--- src/rid_pkg.sv ---
package rid_pkg;
	// position count and code widths
	localparam int          RID_POSITIONS   = 16;
	localparam int          RID_SEL_W       = 4;
	localparam int          RID_CODE_W      = 4;
	localparam int          RID_DIGITS      = 10;
	// select code of the sign-and-format position and the sign-forced decade
	localparam logic [3:0]  RID_SEL_SIGN    = 4'h0;
	localparam logic [3:0]  RID_SEL_SIGNDEC = 4'h8;
	// digit code values
	localparam logic [3:0]  RID_CODE_POINT  = 4'hA;
	localparam logic [3:0]  RID_CODE_BLANK  = 4'hD;
	localparam logic [3:0]  RID_CODE_RESET  = 4'hF;
	// reset value of every driver: all flip-flops at one
	localparam logic [3:0]  RID_DRV_RESET   = 4'hF;
	// field positions inside a driver latch (flip-flop n holds bit n-1)
	localparam int          RID_FF1         = 0;
	localparam int          RID_FF2         = 1;
	localparam int          RID_FF3         = 2;
	localparam int          RID_FF4         = 3;
	// format code values
	localparam logic [1:0]  RID_FMT_CMD     = 2'h0;
	localparam logic [1:0]  RID_FMT_OCT     = 2'h1;
	localparam logic [1:0]  RID_FMT_DEC     = 2'h2;

	// one readout request from the computer side
	typedef struct packed {
		logic [3:0] sel;
		logic [3:0] digit;
		logic       fmt_hi;
		logic       fmt_lo;
		logic       sign_force;
	} rid_req_s;

	// lamps of the sign-and-format position
	typedef struct packed {
		logic plus;
		logic minus;
		logic command;
		logic decimal;
		logic octal;
	} rid_sign_s;
endpackage

--- src/rid_driver.sv ---
`timescale 1ns/1ps
// one position driver: four state flip-flops plus decoding matrix
module rid_driver
	import rid_pkg::*;
(
	input  wire logic        clk,
	input  wire logic        rst_b,
	input  wire logic        clk_en,
	input  wire logic        load,
	input  wire logic        clear,
	input  wire logic [3:0]  load_val,
	output logic      [3:0]  ff_q,
	output logic      [9:0]  digit_q,
	output logic             point_q
);
	typedef struct packed {
		logic [3:0] ff;
		logic [9:0] digit;
		logic       point;
	} rid_drv_s;

	rid_drv_s st_q;
	rid_drv_s st_d;
	logic [3:0] nxt;

	// next flip-flop value, then decode from it so lamps follow the latch
	always_comb begin
		nxt = st_q.ff;
		if (clear) begin
			nxt = RID_DRV_RESET; // RQ14
		end else if (load) begin
			nxt = load_val; // RQ9
		end
		st_d = st_q;
		st_d.ff = nxt; // RQ5
		// one and-term per element, at most one element lit
		for (int i = 0; i < RID_DIGITS; i++) begin
			st_d.digit[i] = (nxt == 4'(i)); // RQ10
		end
		st_d.point = (nxt == RID_CODE_POINT); // RQ8
	end

	// state register
	always_ff @(posedge clk or negedge rst_b) begin
		if (!rst_b) begin
			st_q <= '{ff: RID_DRV_RESET, digit: 10'h000, point: 1'b0};
		end else if (clk_en) begin
			st_q <= st_d;
		end
	end

	assign ff_q    = st_q.ff;
	assign digit_q = st_q.digit;
	assign point_q = st_q.point;
endmodule // rid_driver

--- src/rid_readout.sv ---
`timescale 1ns/1ps
// Operation
// [RQ1] sixteen positions: sign/format group plus fifteen digit-and-point positions
// [RQ2] sign/format position has plus, minus, command, decimal, octal lamps
// [RQ3] every position has its own four-flip-flop driver and and-term decoder
// [RQ4] activate triggers only the driver addressed by the select code
// [RQ5] a triggered driver holds its value until reloaded or cleared
// [RQ6] select 0000 is sign/format, 0001-0110 decades 1-6, 1000-1111 decades 8-15
// [RQ7] select 0111 addresses decade seven
// [RQ8] codes 0-9 light digits, 1010 point, 1101 and 1111 blank
// [RQ9] flip-flop n takes digit code bit n on triggering
// [RQ10] decoder lights exactly the element of the latched code
// [RQ11] sign position: bits 3,1 = 01 plus, 00 minus, bit3 set blanks
// [RQ12] format bits go to flip-flops four and two: 00 C, 01 O, 10 D
// [RQ13] sign force on decade eight zeroes flip-flops 2-4, loads flip-flop one
// [RQ14] indicator clear sets all flip-flops of all drivers to one
// [RQ15] warmup delay holds the transient error flag and lamp off
// [RQ16] without transients the error flag and lamp stay off
// [RQ17] low or high voltage transient sets error flag and lamp
// [RQ18] error flag stays set until operator error clear; here warmup delay also clears it
// [RQ19] request fields held stable and sampled on the activate clock edge
module rid_readout
	import rid_pkg::*;
(
	input  wire logic                      clk,
	input  wire logic                      rst_b,
	input  wire logic                      clk_en,
	input  wire rid_req_s                  req,
	input  wire logic                      readout_activate,
	input  wire logic                      indicator_clear,
	input  wire logic                      warmup_delay,
	input  wire logic                      low_volt_transient,
	input  wire logic                      high_volt_transient,
	input  wire logic                      error_clear,
	output rid_sign_s                      sign_lamps_q,
	output logic [RID_POSITIONS-1:1][9:0]  digit_lamps_q,
	output logic [RID_POSITIONS-1:1]       point_lamps_q,
	output logic                           error_lamp_q
);
	typedef struct packed {
		rid_sign_s sign;
		logic      err;
	} rid_top_s;

	rid_top_s                      st_q;
	rid_top_s                      st_d;
	logic [RID_POSITIONS-1:0]      hit;
	logic [RID_POSITIONS-1:0][3:0] ff;
	logic [3:0]                    digit_val;
	logic [3:0]                    sign_val;
	logic [3:0]                    force_val;
	logic [3:0]                    sign_nxt;

	// address decode, full four-bit compare so 0111 is decade seven
	always_comb begin
		for (int p = 0; p < RID_POSITIONS; p++) begin
			hit[p] = readout_activate && (req.sel == 4'(p)); // RQ4 RQ6 RQ7 RQ19
		end
	end

	// load values for digit, sign-force and sign/format positions
	always_comb begin
		digit_val = req.digit; // RQ9
		force_val = 4'h0; // RQ13
		force_val[RID_FF1] = req.digit[RID_FF1]; // RQ13
		sign_val = 4'h0;
		sign_val[RID_FF1] = req.digit[RID_FF1]; // RQ11
		sign_val[RID_FF3] = req.digit[RID_FF3]; // RQ11
		sign_val[RID_FF4] = req.fmt_hi; // RQ12
		sign_val[RID_FF2] = req.fmt_lo; // RQ12
	end

	// one driver per position
	genvar g;
	generate
		for (g = 0; g < RID_POSITIONS; g++) begin : g_pos
			logic [3:0] lv;
			logic [9:0] dg;
			logic       pt;
			if (g == 0) begin : g_sign
				assign lv = sign_val;
			end else if (g == int'(RID_SEL_SIGNDEC)) begin : g_force
				assign lv = req.sign_force ? force_val : digit_val; // RQ13
			end else begin : g_dig
				assign lv = digit_val;
			end
			rid_driver u_drv ( // RQ3 RQ1
				.clk      (clk),
				.rst_b    (rst_b),
				.clk_en   (clk_en),
				.load     (hit[g]),
				.clear    (indicator_clear),
				.load_val (lv),
				.ff_q     (ff[g]),
				.digit_q  (dg),
				.point_q  (pt)
			);
			if (g > 0) begin : g_out
				assign digit_lamps_q[g] = dg;
				assign point_lamps_q[g] = pt;
			end
		end
	endgenerate

	// predicted next latch of sign driver, so lamps stay registered and in step
	always_comb begin
		sign_nxt = ff[0];
		if (indicator_clear) begin
			sign_nxt = RID_DRV_RESET;
		end else if (hit[0]) begin
			sign_nxt = sign_val;
		end
	end

	// sign/format decode and transient error flag
	always_comb begin
		st_d = st_q;
		st_d.sign.plus    = !sign_nxt[RID_FF3] && sign_nxt[RID_FF1]; // RQ11 RQ2
		st_d.sign.minus   = !sign_nxt[RID_FF3] && !sign_nxt[RID_FF1]; // RQ11
		st_d.sign.command = {sign_nxt[RID_FF4], sign_nxt[RID_FF2]} == RID_FMT_CMD; // RQ12
		st_d.sign.octal   = {sign_nxt[RID_FF4], sign_nxt[RID_FF2]} == RID_FMT_OCT; // RQ12
		st_d.sign.decimal = {sign_nxt[RID_FF4], sign_nxt[RID_FF2]} == RID_FMT_DEC; // RQ12
		// warmup dominates, then a transient beats a concurrent clear
		if (warmup_delay) begin
			st_d.err = 1'b0; // RQ15
		end else if (low_volt_transient || high_volt_transient) begin
			st_d.err = 1'b1; // RQ17
		end else if (error_clear) begin
			st_d.err = 1'b0; // RQ18
		end // else holds: RQ16 RQ18
	end

	// state register
	always_ff @(posedge clk or negedge rst_b) begin
		if (!rst_b) begin
			st_q <= '0;
		end else if (clk_en) begin
			st_q <= st_d;
		end
	end

	assign sign_lamps_q = st_q.sign;
	assign error_lamp_q = st_q.err;
endmodule // rid_readout

--- config.mk ---
export PLATFORM = sky130hd
export DESIGN_NAME = rid_readout
export DESIGN_NICKNAME = d
export VERILOG_FILES = /design/src/rid_pkg.sv /design/src/rid_driver.sv /design/src/rid_readout.sv
export SDC_FILE = /design/constraint.sdc
export NUM_CORES = 1
export LEC_CHECK = 0
export ABC_AREA = 1
export BUFFER_PORTS_ARGS = -buffer_cell sky130_fd_sc_hd__buf_2
export CORE_ASPECT_RATIO = 1.5
export CORE_MARGIN = 5
export CORE_UTILIZATION = 56
export CTS_CLUSTER_DIAMETER = 100
export DETAILED_ROUTE_END_ITERATION = 16
export PLACE_DENSITY = 0.9
export SLEW_MARGIN = 20
export SYNTH_ARGS = -nofsm -noshare
export SYNTH_HDL_FRONTEND = slang
export SYNTH_SLANG_ARGS = --single-unit
--- constraint.sdc ---
create_clock -name clk -period 1.35 [get_ports clk]
set_input_delay 0.135 -clock clk [delete_from_list [all_inputs] [get_ports clk]]
set_output_delay 0.135 -clock clk [all_outputs]
set_load 0.1 [all_outputs]
# == Word level (Yosys, flattened, before mapping) ==
# Index checks and enable logic that the tools add are counted.
# totals
memories,0
register_bits,235
out_inout_bits,171
mem_bits_ro,0
ram_bits,0
input_bits,20
latch_bits,0
word_cells,295
# classes
n_bitwise,0
reduce_logical,40
eq_ne,167
add_sub_neg,0
n_shift,0
mux,36
div_mod_pow,0
multipliers,0
magnitude_cmp,0
# op_table
cell,count
equality test 4 x 3 -> 1 bit (second input constant),64
equality test 4 bit (second input constant),53
two-way mux 4 bit,33
equality test 4 x 2 -> 1 bit (second input constant),32
equality test 4 x 1 -> 1 bit (second input constant),16
zero test 4 bit,16
logical AND 1 bit,18
two-way mux 1 bit,3
nonzero test 3 bit,1
equality test 2 x 1 -> 1 bit (second input constant),1
equality test 2 bit (second input constant),1
zero test 1 bit,2
zero test 2 bit,1
AND reduction 2 bit,1
logical OR 1 bit,1

# == Logic depth before layout (Yosys ltp) ==
# depth
ltp_word,6
mapped_depth,10

# == Hierarchy ==
# From an unflattened synthesis, not the netlist that was laid out.
# unflattened
cells_unflattened,1584
area_unflattened_um2,12192.9
# by_module_without_submodules
module,cells_per_inst,area_each_um2,n_inst
rid_driver,93,723.2,16
rid_readout,96,621.8,1

# == Worst setup path after synthesis ==
# OpenSTA, ideal clock, no wires.
# synth_timing
path_type,input port to flip-flop
from,input port readout_activate
to,"register g_pos[11].u_drv.st_q, in the netlist g_pos[11].u_drv.digit_q[1]"
t_required_ns,1.230
path_slack_ns,0.098
path_stages,8
path_buffers,1
arrival_ns,1.132
path_cell_list,buf_4 -> nand3_1 -> nor2_1 -> nand2_1 -> nand3_1 -> and2b_2 -> nand3_1 -> nand2_1
# synth_via
elab_chain_len,4
# synth_lines
element,line,text
from (decl),rid_readout.sv:29,"input wire logic readout_activate,"
logical AND 1 bit,rid_readout.sv:57,hit[p] = readout_activate && (req.sel == 4'(p));
two-way mux 4 bit,rid_driver.sv:31,end else if (load) begin
two-way mux 4 bit,rid_driver.sv:29,if (clear) begin
equality test 4 x 1 -> 1 bit,rid_driver.sv:38,st_d.digit[i] = (nxt == 4'(i));
to (signal assigned),rid_driver.sv:46,"st_q <= '{ff: RID_DRV_RESET, digit: 10'h000, point: 1'b0};"
to (signal assigned),rid_driver.sv:48,st_q <= st_d;
to (decl),rid_driver.sv:22,rid_drv_s st_q;
# No other way between the ends.
# A chain may end at the register's enable or synchronous reset.

# == Worst setup path in the final report ==
# layout_timing
from,"register g_pos[11].u_drv.st_q, in the netlist g_pos[11].u_drv.ff_q[2]"
to,"register g_pos[11].u_drv.st_q, in the netlist g_pos[11].u_drv.digit_q[4]"
# layout_via
elab_chain_len,3
# layout_lines
element,line
two-way mux 4 bit,rid_driver.sv:31
two-way mux 4 bit,rid_driver.sv:29
equality test 4 x 3 -> 1 bit,rid_driver.sv:38
# No other way between the ends.

==> results.md <==
* Initial Utilization at 56.6%
* Root cell of the clock tree: clkbuf_16
* Vias at 10711
* HP Class: input port to flip-flop
* H-tree depth at 1
* Run status: complete, but fails checks
* Final WL at 34100 um
* Initial drt markers at 995
* Pwr dens at 1310 nW/um2
* CP Cell Sequence: nand2_1 -> nand3_2 -> nand2_1 -> nor2_1 -> buf_4 -> nand2_1 -> nand2_1
* Clk buf depth at 3
* Post-Place Worst Slack at -330 ps
* Die Y at 180 um
* Worst-skew pair later-pin latency at 520 ps
* Crit-path most repeated cell: nand2_1
* Final Hold Fails at 0
* ANT nets after route at 0
* CTS tree: yes
* Initial antenna violation count at 2
* Final Net Count at 1673
* Setup crit start kind: flip-flop
* Flops & latches, synth at 235
* Top FF cell, synth: dfrtp_1
* Finished Core Util at 74.7%
* Vias in the first global route at 10860
* Core region area at 19000 um2
* Num CTS Buffers at 23
* RSZ-0062 raised after global routing: yes
* Register area share after synthesis at 55.4%
* Io pins at 191
* Global placement routability congestion at 0.888
* Worst R2R End: g_pos[11].u_drv.digit_q[4]
* Chip width at 123 um
* Die area at 22100 um2
* Arr. time, crit path at 1860 ps
* First-pass DRT Iterations at 7
* Site row count at 62
* GRT Total Usage at 29.5%
* CP required at 1780 ps
* Fin Setup TNS at -239 ps
* DRC at 0
* Port Buffers at 190
* # setup viols final at 10
* Most frequent cell after synthesis: nand2_1
* CP Capture Type: flip-flop
* Via density at 5.56
* Synth top area share at 39.8%
* Slew at the pin closest to its max-slew limit at 427 ps
* CP max FO at 4
* Crit path kind: flip-flop to flip-flop
* Hold Path Depth at 3
* Rel. slew slack at 71.5%
* Violated checks: negative setup slack
* Syn nets at 1429
* Critical path's slowest cell: dfstp_2
* Post-synth top area cell: dfrtp_1
* R2R depth at 7
* Synthesis-to-layout area growth at 31.9%
* GRT Residual Overflow at 0
* Lkg Pwr at 7.92 nW
* Max-Cap Viols at 0
* Mapped Avg Cell Area at 7.64 um2
* Routed len/inst at 17.7 um
* Final period demand of the worst path at 1430 ps
* Highest clock rate at 0.702 GHz
* Reg2Reg Setup Slack at -80 ps
* Max incr delay on CP at 540 ps
* Skew final at 16.8 ps
* # fillers at 1236
* Synth area leaders: dfrtp_1, nand2_1, dfstp_2
* Mapped Area at 10800 um2
* Min-delay src: clk_en
* Final Max Slew Viols at 0
* Critical R2R Launch: g_pos[11].u_drv.ff_q[2]
* CTS sink cnt at 235
* Share of layout cells above drive strength 1 at 25.5%
* Hold path endpoint: sign_lamps_q[1]
* Max VDD drop at 0.00101 V
* Setup ws final at -75.3 ps
* Fin crit share at 106%
* Asr flop ratio synth at 100%
* DP HPWL at 20600 um
* Number of distinct library cells after synthesis at 22
* Clock-pin slew on the worst setup and hold paths at 70 ps
* Post-synth top cells: nand2_1, dfrtp_1, nand3_1, nor2_1, dfstp_2
* Global-route wire length before repair at 53400 um
* Post-synth EDFFs at 0
* Yosys warnings at 0
* Syn Inst Count at 1409
* Pin count of the biggest net entering global routing at 43
layout make-up:
class                   instances  area, um2  area share [%]
diodes                          1       2.50          0.0176
clock buffers                  30        622            4.38
clock inverters                11        243            1.71
inverters                      48        185            1.31
multi-input cells            1055       4370            30.8
flip-flops and latches        235       5960            42.0
well taps                     256        320            2.26
repair buffers                290       2490            17.5
cells in the final DEF (no fill, tap or decap), drive strengths merged, types with 3 or more instances in the layout:
cell type	netlist	routed
dlygate4sd3	0	5
dfrtp	171	171
and2	3	3
o21ai	35	35
nor2	132	132
nand2	721	721
buf	34	285
nand3	153	153
clkbuf	37	30
nor2b	6	6
dfstp	64	64
bufinv	0	7
inv	47	49
report_power, final:
group          switching [mW]  leakage (nW)  internal (mW)
Clock                    2.84         0.417           4.61
Combinational            2.47          4.46          0.856
Sequential              0.222          3.04           7.53
stage by stage:
step / hold slack (ps) / instance area (um2) / cells / power, mW
final: 34.3 / 14200 / 1926 / 18.5
after global routing: 40.0 / 14200 / 1926 / 19.2
after CTS: 22.7 / 14000 / 1925 / 18.3
after detailed placement: 33.0 / 12600 / 1879 / 10.9
after global placement: 32.9 / 12600 / 1879 / 10.8
after floorplan: -161 / 10800 / 1409 / 9.96
critical path: cells and delay by family (launching register included):
kind                   cells  cell delay, ps
buffers and inverters      1             160
flip-flops                 1             540
AND/OR/NAND/NOR            6             650
metal layers:
layer	wire length [um]	up-vias	global-route usage (%)
met5	18	-	0
met4	2000	2	15.5
met3	2360	169	4.03
met2	17700	560	51.3
met1	12100	5119	34.8
li1	-	4861	-
worst max-delay path by stage:
stage	from	end	slack (ps)	cells past startpoint
finish	g_pos[11].u_drv.ff_q[2]	g_pos[11].u_drv.digit_q[4]	-80	7
global route	g_pos[11].u_drv.ff_q[3]	g_pos[11].u_drv.digit_q[9]	-170	6
CTS	g_pos[15].u_drv.digit_q[0]	digit_lamps_q[140]	7	1
detailed placement	req[8]	g_pos[13].u_drv.digit_q[5]	-330	11
global placement	req[7]	g_pos[12].u_drv.digit_q[0]	-240	9
floorplan	readout_activate	g_pos[11].u_drv.digit_q[1]	100	8
timing repair:
| action | 4_1_cts | 5_1_grt |
|---|---|---|
| setup endpoints to repair | 172 | 77 |
| endpoints found under the hold margin | 197 | 0 |
| hold buffers | 5 | 0 |
| gates resized for setup | 178 | 61 |
| setup buffers | 0 | 0 |
cells by family after synthesis:
| kind of cell | after synthesis | synth area share (%) |
|---|---|---|
| buffers and inverters | 119 | 4.91 |
| AO/OA/AOI/OAI | 37 | 1.77 |
| AND/OR/NAND/NOR | 1018 | 37.9 |
| flip-flops | 235 | 55.4 |
state kept, by name, indices dropped and copies added, names as in the netlist:
register,cells
error_lamp_q,1
g_pos.u_drv.digit_q,150
g_pos.u_drv.ff_q,64
g_pos.u_drv.point_q,15
sign_lamps_q,5
(Power assumes the default switching activity.)
